## config.mk

```make
export PLATFORM = sky130hd
export DESIGN_NAME = pptc_config
export DESIGN_NICKNAME = d
export VERILOG_FILES = /design/src/pptc_pkg.sv /design/src/pptc_config.sv
export SDC_FILE = /design/constraint.sdc
export NUM_CORES = 2
export LEC_CHECK = 0
export ABC_AREA = 1
export BUFFER_PORTS_ARGS = -buffer_cell sky130_fd_sc_hd__buf_2
export CELL_PAD_IN_SITES_DETAIL_PLACEMENT = 0
export CELL_PAD_IN_SITES_GLOBAL_PLACEMENT = 1
export CORE_MARGIN = 2
export CORE_UTILIZATION = 38
export DETAILED_ROUTE_END_ITERATION = 6
export HOLD_SLACK_MARGIN = 0.15
export PLACE_DENSITY_LB_ADDON = 0.3
export SKIP_CTS_REPAIR_TIMING = 1
export SYNTH_ARGS = -nofsm -noshare
export SYNTH_HDL_FRONTEND = slang
export SYNTH_SLANG_ARGS = --single-unit
```

## constraint.sdc

```tcl
create_clock -name mclk_in -period 3.54 [get_ports mclk_in]
set_input_delay 0.177 -clock mclk_in [delete_from_list [all_inputs] [get_ports mclk_in]]
set_output_delay 0.177 -clock mclk_in [all_outputs]
set_load 0.05 [all_outputs]
```

## src/pptc_pkg.sv

```systemverilog
`default_nettype none
package pptc_pkg;
  // ----------------------------------------
  // configuration defaults
  // ----------------------------------------
  localparam logic DEF_PAUSE_ACK_WAIT = 1'b1;
  localparam logic DEF_FORWARD_CTRL = 1'b0;
  localparam logic [47:0] DEF_PAUSE_DA = 48'h0180_c200_0001;
  localparam logic [47:0] DEF_PAUSE_SA = 48'h0000_0000_0000;
  localparam logic [15:0] DEF_PAUSE_ETYPE = 16'h8808;
  localparam logic [15:0] DEF_GLOBAL_OPCODE = 16'h0001;
  localparam logic [15:0] DEF_PRIO_OPCODE = 16'h0101;
  localparam logic DEF_SINGLE_STEP = 1'b0;
  localparam logic DEF_TRANSP_CLK = 1'b0;
  localparam logic [10:0] DEF_LATENCY_ADJ = 11'h2c1;
  localparam int LAT_FRAC_BITS = 3;
  localparam int ACK_W = 9;
  localparam int TS_W = 80;

  // ----------------------------------------
  // carriers
  // ----------------------------------------
  typedef struct packed {
    logic [47:0] dest_addr;
    logic [47:0] src_addr;
    logic [15:0] ethertype;
    logic [15:0] opcode;
  } pptc_pause_hdr_t;

  typedef struct packed {
    logic pause_ack_wait;
    logic forward_ctrl_frames;
    pptc_pause_hdr_t global_hdr;
    pptc_pause_hdr_t prio_hdr;
    logic single_step_ts_en;
    logic transparent_clk_mode;
    logic [10:0] ts_latency_adjust;
  } pptc_cfg_t;

  localparam pptc_cfg_t DEF_CFG = '{
    pause_ack_wait: DEF_PAUSE_ACK_WAIT,
    forward_ctrl_frames: DEF_FORWARD_CTRL,
    global_hdr: '{DEF_PAUSE_DA, DEF_PAUSE_SA, DEF_PAUSE_ETYPE, DEF_GLOBAL_OPCODE},
    prio_hdr: '{DEF_PAUSE_DA, DEF_PAUSE_SA, DEF_PAUSE_ETYPE, DEF_PRIO_OPCODE},
    single_step_ts_en: DEF_SINGLE_STEP,
    transparent_clk_mode: DEF_TRANSP_CLK,
    ts_latency_adjust: DEF_LATENCY_ADJ
  };
endpackage : pptc_pkg
`default_nettype wire

```

## src/pptc_config.sv

```systemverilog
// What this block does
// - ack wait on: use nine-bit pause ack bus; off: ignore it
// - forward control frames when enabled; otherwise drop them (default drop)
// - global pause frames carry configured dest, ethertype, opcode
// - priority pause frames carry configured dest, ethertype, opcode
// - separate 48-bit source addresses for global and priority pause, default zero
// - single-step timestamping only when single_step_ts_en set
// - transparent mode: timer is correction; add tx stamp to correction field
// - single-step stamp offset by 11-bit adjust, bits 10:3 whole ns
`timescale 1ns/10ps
`default_nettype none
module pptc_config (
  // clock, reset, enable
  input wire logic mclk_in,
  input wire logic resetn_in,
  input wire logic ce_in,
  // static configuration from user
  input wire pptc_pkg::pptc_cfg_t cfg_in,
  // receive pause and control
  input wire logic [pptc_pkg::ACK_W-1:0] pause_ack_bus_in,
  input wire logic rx_ctrl_frame_in,
  output logic [pptc_pkg::ACK_W-1:0] pause_ack_used_out,
  output logic rx_ctrl_pass_out,
  // transmit pause header generation
  input wire logic tx_prio_sel_in,
  output pptc_pkg::pptc_pause_hdr_t pause_hdr_out,
  // transmit timestamp path
  input wire logic tx_ptp_pkt_in,
  input wire logic [pptc_pkg::TS_W-1:0] timer_in,
  input wire logic [63:0] corr_field_in,
  output logic [pptc_pkg::TS_W-1:0] single_step_ts_out,
  output logic single_step_ts_valid_out,
  output logic [63:0] corr_field_out,
  output logic corr_update_out
);
  // ----------------------------------------
  // configuration capture
  // ----------------------------------------
  // one settle cycle: a value is applied only after it was seen twice equal
  // costs a cycle of latency, but a setting moving across edges never lands half-made
  pptc_pkg::pptc_cfg_t cfg_reg;
  pptc_pkg::pptc_cfg_t cfg_seen_reg;
  logic cfg_live_reg;

  always_ff @(posedge mclk_in or negedge resetn_in) begin
    if (!resetn_in) begin
      cfg_seen_reg <= pptc_pkg::DEF_CFG;
      cfg_reg <= pptc_pkg::DEF_CFG;
      cfg_live_reg <= 1'b0;
    end else if (ce_in) begin
      cfg_seen_reg <= cfg_in;
      cfg_live_reg <= 1'b1;
      if (cfg_live_reg && cfg_seen_reg == cfg_in) begin
        cfg_reg <= cfg_in;
      end
    end
  end

  // ----------------------------------------
  // receive side
  // ----------------------------------------
  always_ff @(posedge mclk_in or negedge resetn_in) begin
    if (!resetn_in) begin
      pause_ack_used_out <= '0;
      rx_ctrl_pass_out <= 1'b0;
    end else if (ce_in) begin
      // ack wait off: bus ignored, acts as all acknowledged
      pause_ack_used_out <= cfg_reg.pause_ack_wait ? pause_ack_bus_in : '1;
      rx_ctrl_pass_out <= rx_ctrl_frame_in && cfg_reg.forward_ctrl_frames;
    end
  end

  // ----------------------------------------
  // pause header selection
  // ----------------------------------------
  always_ff @(posedge mclk_in or negedge resetn_in) begin
    if (!resetn_in) begin
      pause_hdr_out <= pptc_pkg::DEF_CFG.global_hdr;
    end else if (ce_in) begin
      pause_hdr_out <= tx_prio_sel_in ? cfg_reg.prio_hdr : cfg_reg.global_hdr;
    end
  end

  // ----------------------------------------
  // timestamp path
  // ----------------------------------------
  function automatic logic [pptc_pkg::TS_W-1:0] adj_ts(
    input logic [pptc_pkg::TS_W-1:0] ts, input logic [10:0] adj);
    // timer low bits hold fractional ns in the same three-bit scale
    adj_ts = ts + {{(pptc_pkg::TS_W-11){1'b0}}, adj};
  endfunction : adj_ts

  logic [pptc_pkg::TS_W-1:0] stamp;
  assign stamp = adj_ts(timer_in, cfg_reg.ts_latency_adjust);

  // gated strobes, shared by the flops and the checks below
  logic step_fire;
  logic corr_fire;
  assign step_fire = tx_ptp_pkt_in && cfg_reg.single_step_ts_en;
  assign corr_fire = tx_ptp_pkt_in && cfg_reg.transparent_clk_mode;

  always_ff @(posedge mclk_in or negedge resetn_in) begin
    if (!resetn_in) begin
      single_step_ts_out <= '0;
      single_step_ts_valid_out <= 1'b0;
    end else if (ce_in) begin
      single_step_ts_valid_out <= step_fire;
      if (step_fire) begin
        single_step_ts_out <= stamp;
      end
    end
  end

  // correction relies on user pre-subtracting rx stamp and timer format
  always_ff @(posedge mclk_in or negedge resetn_in) begin
    if (!resetn_in) begin
      corr_field_out <= '0;
      corr_update_out <= 1'b0;
    end else if (ce_in) begin
      corr_update_out <= corr_fire;
      if (corr_fire) begin
        corr_field_out <= corr_field_in + stamp[63:0];
      end
    end
  end

  // ----------------------------------------
  // assertions: receive side
  // ----------------------------------------
  a_ack_ignored: assert property (@(posedge mclk_in) disable iff (!resetn_in)
    ce_in && !cfg_reg.pause_ack_wait |=> pause_ack_used_out == '1)
    else $error("ack bus used while ack wait off");
  a_ack_passed: assert property (@(posedge mclk_in) disable iff (!resetn_in)
    ce_in && cfg_reg.pause_ack_wait |=> pause_ack_used_out == $past(pause_ack_bus_in))
    else $error("ack bus not passed");
  a_ctrl_drop: assert property (@(posedge mclk_in) disable iff (!resetn_in)
    ce_in && !cfg_reg.forward_ctrl_frames |=> !rx_ctrl_pass_out)
    else $error("control frame forwarded while dropping");
  a_ctrl_fwd: assert property (@(posedge mclk_in) disable iff (!resetn_in)
    ce_in && cfg_reg.forward_ctrl_frames |=> rx_ctrl_pass_out == $past(rx_ctrl_frame_in))
    else $error("control frame not forwarded");

  // ----------------------------------------
  // assertions: pause header
  // ----------------------------------------
  a_global_hdr: assert property (@(posedge mclk_in) disable iff (!resetn_in)
    ce_in && !tx_prio_sel_in |=> pause_hdr_out == $past(cfg_reg.global_hdr))
    else $error("global pause header wrong");
  a_prio_hdr: assert property (@(posedge mclk_in) disable iff (!resetn_in)
    ce_in && tx_prio_sel_in |=> pause_hdr_out == $past(cfg_reg.prio_hdr))
    else $error("priority pause header wrong");
  a_src_split: assert property (@(posedge mclk_in) disable iff (!resetn_in)
    ce_in && tx_prio_sel_in |=> pause_hdr_out.src_addr == $past(cfg_reg.prio_hdr.src_addr))
    else $error("priority source address wrong");
  a_global_src: assert property (@(posedge mclk_in) disable iff (!resetn_in)
    ce_in && !tx_prio_sel_in |=> pause_hdr_out.src_addr == $past(cfg_reg.global_hdr.src_addr))
    else $error("global source address wrong");

  // ----------------------------------------
  // assertions: timestamp path
  // ----------------------------------------
  a_step_gate: assert property (@(posedge mclk_in) disable iff (!resetn_in)
    single_step_ts_valid_out |-> $past(cfg_reg.single_step_ts_en))
    else $error("single-step while disabled");
  a_step_off: assert property (@(posedge mclk_in) disable iff (!resetn_in)
    ce_in && !cfg_reg.single_step_ts_en |=> !single_step_ts_valid_out)
    else $error("single-step stamp while disabled");
  a_step_pulse: assert property (@(posedge mclk_in) disable iff (!resetn_in)
    ce_in && step_fire |=> single_step_ts_valid_out)
    else $error("single-step stamp missing");
  a_step_clear: assert property (@(posedge mclk_in) disable iff (!resetn_in)
    ce_in && !tx_ptp_pkt_in |=> !single_step_ts_valid_out)
    else $error("single-step stamp without packet");
  // checked against the raw timer, not the adder output
  a_lat_offset: assert property (@(posedge mclk_in) disable iff (!resetn_in)
    ce_in && step_fire |=> single_step_ts_out
    == $past(timer_in) + {69'h0, $past(cfg_reg.ts_latency_adjust)})
    else $error("latency adjust offset wrong");
  a_step_hold: assert property (@(posedge mclk_in) disable iff (!resetn_in)
    ce_in && !step_fire |=> $stable(single_step_ts_out))
    else $error("stamp moved without packet");
  a_corr_add: assert property (@(posedge mclk_in) disable iff (!resetn_in)
    ce_in && corr_fire
    |=> corr_update_out && corr_field_out == $past(corr_field_in) + $past(stamp[63:0]))
    else $error("correction field not updated");
  a_corr_off: assert property (@(posedge mclk_in) disable iff (!resetn_in)
    ce_in && !cfg_reg.transparent_clk_mode |=> !corr_update_out)
    else $error("correction update while disabled");
  a_corr_clear: assert property (@(posedge mclk_in) disable iff (!resetn_in)
    ce_in && !tx_ptp_pkt_in |=> !corr_update_out)
    else $error("correction update without packet");
  a_corr_hold: assert property (@(posedge mclk_in) disable iff (!resetn_in)
    ce_in && !corr_fire |=> $stable(corr_field_out))
    else $error("correction field moved without packet");

  // ----------------------------------------
  // assertions: configuration and enable
  // ----------------------------------------
  a_cfg_stable: assert property (@(posedge mclk_in) disable iff (!resetn_in)
    ce_in && cfg_reg != $past(cfg_reg) |-> $past(cfg_in) == $past(cfg_seen_reg))
    else $error("unsettled configuration applied");
  a_cfg_hold: assert property (@(posedge mclk_in) disable iff (!resetn_in)
    ce_in && cfg_live_reg && cfg_seen_reg != cfg_in |=> $stable(cfg_reg))
    else $error("changing configuration applied");
  a_cfg_first: assert property (@(posedge mclk_in) disable iff (!resetn_in)
    !cfg_live_reg |=> $stable(cfg_reg))
    else $error("configuration applied on first sample");
  a_cfg_frozen: assert property (@(posedge mclk_in) disable iff (!resetn_in)
    !ce_in |=> $stable(cfg_reg))
    else $error("configuration moved while clock enable low");
  a_out_frozen: assert property (@(posedge mclk_in) disable iff (!resetn_in)
    !ce_in |=> $stable(pause_hdr_out) && $stable(pause_ack_used_out)
    && $stable(single_step_ts_valid_out) && $stable(corr_update_out))
    else $error("outputs moved while clock enable low");

  // ----------------------------------------
  // cover points
  // ----------------------------------------
  c_step: cover property (@(posedge mclk_in) single_step_ts_valid_out);
  c_corr: cover property (@(posedge mclk_in) corr_update_out);
  c_prio: cover property (@(posedge mclk_in) ce_in && tx_prio_sel_in);
  c_fwd: cover property (@(posedge mclk_in) rx_ctrl_pass_out);
  c_ack_off: cover property (@(posedge mclk_in) ce_in && !cfg_reg.pause_ack_wait);
endmodule : pptc_config
`default_nettype wire

```

== After elaboration in Yosys (flattened, before gate mapping) ==
Index checks and enable logic that the tools add are counted.
Operators by class
  reduce and logical (&&, ||, !) cells: 7
  mux-type cells: 2
  equality and inequality tests: 1
  add/sub/neg operators: 2
Operator list (count)
  271-bit == test: 1
  128-bit two-way mux: 1
  80-bit by 11-bit adder with 80-bit output: 1
  64-bit adder: 1
  9-bit two-way mux: 1
  2-bit AND reduction: 3
  1-bit logical AND: 4
Word-level totals
  logic and storage cells: 49
  input bits: 430
  register bits after elaboration: 827
  output and inout port bits: 284

== Longest topological paths before layout ==
  word-level depth: 3
  gate-level depth with buffers: 31
  gate-level depth less buffers: 31

== Worst setup path before layout ==
Ideal clock, no wire load.
  path type: flip-flop to flip-flop
  from: reg cfg_reg[0] (netlist bit)
  to: reg corr_field_out[40]
  buffers on the path: 0
  setup slack: -0.198 ns
  required time: 3.457 ns
  setup time: 0.083 ns
  arrival time: 3.655 ns
  stages on the path, launching flop included: 26
  clock period less this slack: 3.738 ns
  cell sequence: dfstp_2 -> ha_1 -> inv_1 -> fa_1 -> inv_1 -> nand3_1 -> nand2_1 -> nand2_1 -> nand2_1 -> inv_1 -> o21ai_2 -> nand2_1 -> nor2_1 -> xor2_1 -> inv_1 -> ha_1 -> nand2_1 -> nor2_1 -> inv_1 -> nor2_1 -> inv_1 -> nor3_1 -> nand3_1 -> nand3_1 -> o21ai_0 -> o21ai_0
Between the ends
  word-level cells in the longest chain between the ends: 2
Ends and longest elaborated chain
  start: declaration: RTL line pptc_config.sv:41  | pptc_pkg::pptc_cfg_t cfg_reg;
  start signal: assignment: RTL line pptc_config.sv:48  | cfg_reg <= pptc_pkg::DEF_CFG;
  start signal: assignment: RTL line pptc_config.sv:54  | cfg_reg <= cfg_in;
  80-bit by 11-bit adder with 80-bit output: RTL line pptc_config.sv:90  | adj_ts = ts + {{(pptc_pkg::TS_W-11){1'b0}}, adj};
  named net stamp (one bit): RTL line pptc_config.sv:93  | logic [pptc_pkg::TS_W-1:0] stamp;
  64-bit adder: RTL line pptc_config.sv:122  | corr_field_out <= corr_field_in + stamp[63:0];
  end signal: assignment: RTL line pptc_config.sv:122
  end: declaration: RTL line pptc_config.sv:33  | output logic [63:0] corr_field_out,
The timed path passes the listed nets, and every way through them passes these cells.
A chain may end at the register's enable or synchronous reset.

== Final worst setup path ==
  from: reg cfg_reg[0] (netlist bit)
  to: reg corr_field_out[27]
Same word-level chain as after synthesis.

==> metrics.cfg <==
[outcome]
status=finished with violations
violations=negative setup slack

[route]
drc=0
vias=48200
drt-initial-drc-count=4183
wl_met3_mm=13.7
wl_per_cell_um=23.6
via_per_inst=5.17
ant_nets=0
top_layer=met5
routed_wl_mm=220
dr_wl_met2_mm=106
met1_length_mm=86.6
drt_pre_antenna_iters=5

[global_route]
grt-ovfl-total=0
track_usage_pct=34.7
grt_antenna_before_repair=38
grt_max_degree=188
grt_pass1_vias=43800
grt_pass1_wl_mm=306

[final_layout]
syn2layout_area_growth_pct=44.7
postLayoutCellArea_um2=64900
drive_gt1_share_pct=28.0
final_cells=9321
fin_util_pct=55.1
nNetsFinal=8190

[clock_network]
cts_max_level=3
clk_latency_ns=0.70
cts-root-buf=clkbuf_16
cts_buffers=95
path_clk_slew_ns=0.06
numClockSinks=827
clk_path_buf_depth=3
cts_tree=built

[power]
irDropWorstVdd_mv=0.369
leakage_nw=33.4
power_density_nw_per_um2=402

[worst_setup_path]
crit_path_end_kind=flop
cp-start-kind=flop
crit_fanout=5
cp.required_ns=4.08
worstSetupPathType=flop to flop
critPathArrivalTime_ns=4.50

[die]
ios=714
num_rows=126
start_util_pct=38.1
die_y_um=348
die_area_um2=121000
die_w_um=348
coreArea_um2=118000

[timing]
fin_hold_ws_ns=0.120
tightest_slew_ns=1.14
period_share_pct=112
grt_setup_unrepaired=yes
hold_violations=0
setup_viol=50
fin_skew_ns=0.0252
max_freq_ghz=0.252
drv_slew=0
finalWorstSetupSlack_ns=-0.422
maxSlewHeadroom_pct=24.2
period_needed_ns=3.96

[logic_synthesis]
yosys.cell_types.count=41
synth_most_common_cell=nand2_1
synth.cell_area_um2=44800
syn_inst=6116
synthFlopType=dfrtp_1
synth_common_cells=nand2_1 (2253), dfrtp_1 (765), o21ai_0 (642)
syn-num-nets=6622
synth-async-reset-ratio_pct=100
synth.area.top_cells=dfrtp_1 (43%), nand2_1 (19%), o21ai_0 (7.2%)
yosysTopAreaCellShare_pct=42.7
synth_edf_count=0
ys_ff_latch=827
yosysSeqAreaShare_pct=46.3
yosysTopAreaCell=dfrtp_1
synth_area_per_cell_um2=7.33
synth_warnings=0

[worst_hold_path]
worstHoldPathType=primary input to flop

[placed_design]
dpl_cell_area_um2=54200
io_buffers=713
dpl.hpwl_mm=169
place_ws_ns=-0.818
dp.cells=8714
gp_congestion=1.03

[run]
cap_violations=0

==> metal layers <==
| layer | up-vias | GRT usage (%) |
|---|---|---|
| met5 | - | 0 |
| met4 | 16 | 15.3 |
| met3 | 473 | 5.47 |
| met2 | 1864 | 59.4 |
| met1 | 23000 | 43.1 |
| li1 | 22800 | - |
==> path summary, 6_finish.rpt <==
kind	cells past startpoint	from	endpoint	slack [ns]
setup / recovery	24	cfg_reg[0]$_DFFE_PN1P_	corr_field_out[27]$_DFFE_PN0P_	-0.42
hold / removal	6	timer_in[28]	single_step_ts_out[28]$_DFFE_PN0P_	0.12
setup reg to reg	24	cfg_reg[0]$_DFFE_PN1P_	corr_field_out[27]$_DFFE_PN0P_	-0.42
hold reg to reg	2	cfg_reg[168]$_DFFE_PN1P_	cfg_reg[168]$_DFFE_PN1P_	0.46
max in group asynchronous	4	resetn_in	pause_hdr_out[25]$_DFFE_PN0P_	1.29
min in group asynchronous	3	resetn_in	cfg_reg[181]$_DFFE_PN0P_	0.64
==> cells by family (layout without fill, tap and decap cells) <==
logic type	after synthesis	count (layout)	synth area share [%]
compound gates	875	875	10.2
xor+xnor	136	136	2.66
fa+ha+maj	76	76	2.15
buf+inv	853	2500	7.75
flops	827	827	46.3
other cells	0	22	0
simple gates	3349	3349	30.9
==> worst max-delay path: stages, from the launching register on <==
cell and delay, ns:
dfstp_2 0.55, ha_4 0.13, inv_2 0.04, fa_2 0.36
inv_2 0.07, nand3_2 0.08, nand2_4 0.14, nand2_4 0.08
nand2_8 0.10, inv_6 0.04, o21ai_4 0.21, buf_6 0.13
buf_6 0.11, xor2_4 0.27, ha_4 0.27, buf_6 0.13
a21oi_4 0.17, nand2_2 0.09, nand2_2 0.08, nand3_4 0.08
a21oi_2 0.14, o21ai_1 0.08, buf_4 0.18, xnor2_4 0.18
o21ai_1 0.08
==> power breakdown <==
part	switching [mW]	leakage, nW	internal (mW)
Clock	4.37	1.59	6.06
Combinational	3.49	21.1	2.05
Sequential	0.202	10.7	9.88
==> layout by cell type, fill, tap and decap left out, drive strengths merged, types with 148 or more instances in the layout <==
master	synthesis	final
nand2	2253	2253
buf	116	1360
nand4	324	324
dlygate4sd3	0	380
dfrtp	765	765
o21ai	686	686
nand3	167	167
nor2	485	485
inv	583	586
clkbuf	153	148
==> area by class of cell <==
type	count	area (µm²)
Fill cell	11300	52700
Multi-Input combinational cell	4436	23800
Sequential cell	827	20800
Timing Repair Buffer	1740	12800
Clock buffer	148	2810
Inverter	584	2220
Tap cell	1536	1920
Clock inverter	28	440
Antenna cell	22	55.1
==> per-stage QoR <==
stage               total power [mW]  TNS [ns]
global route                    27.0    -22.30
floorplan                       12.3   -0.0108
global placement                14.8    -28.25
CTS                             25.2    -30.92
finish                          26.1    -14.09
detailed placement              14.8    -28.76
Power figures use the tool's default switching activity.
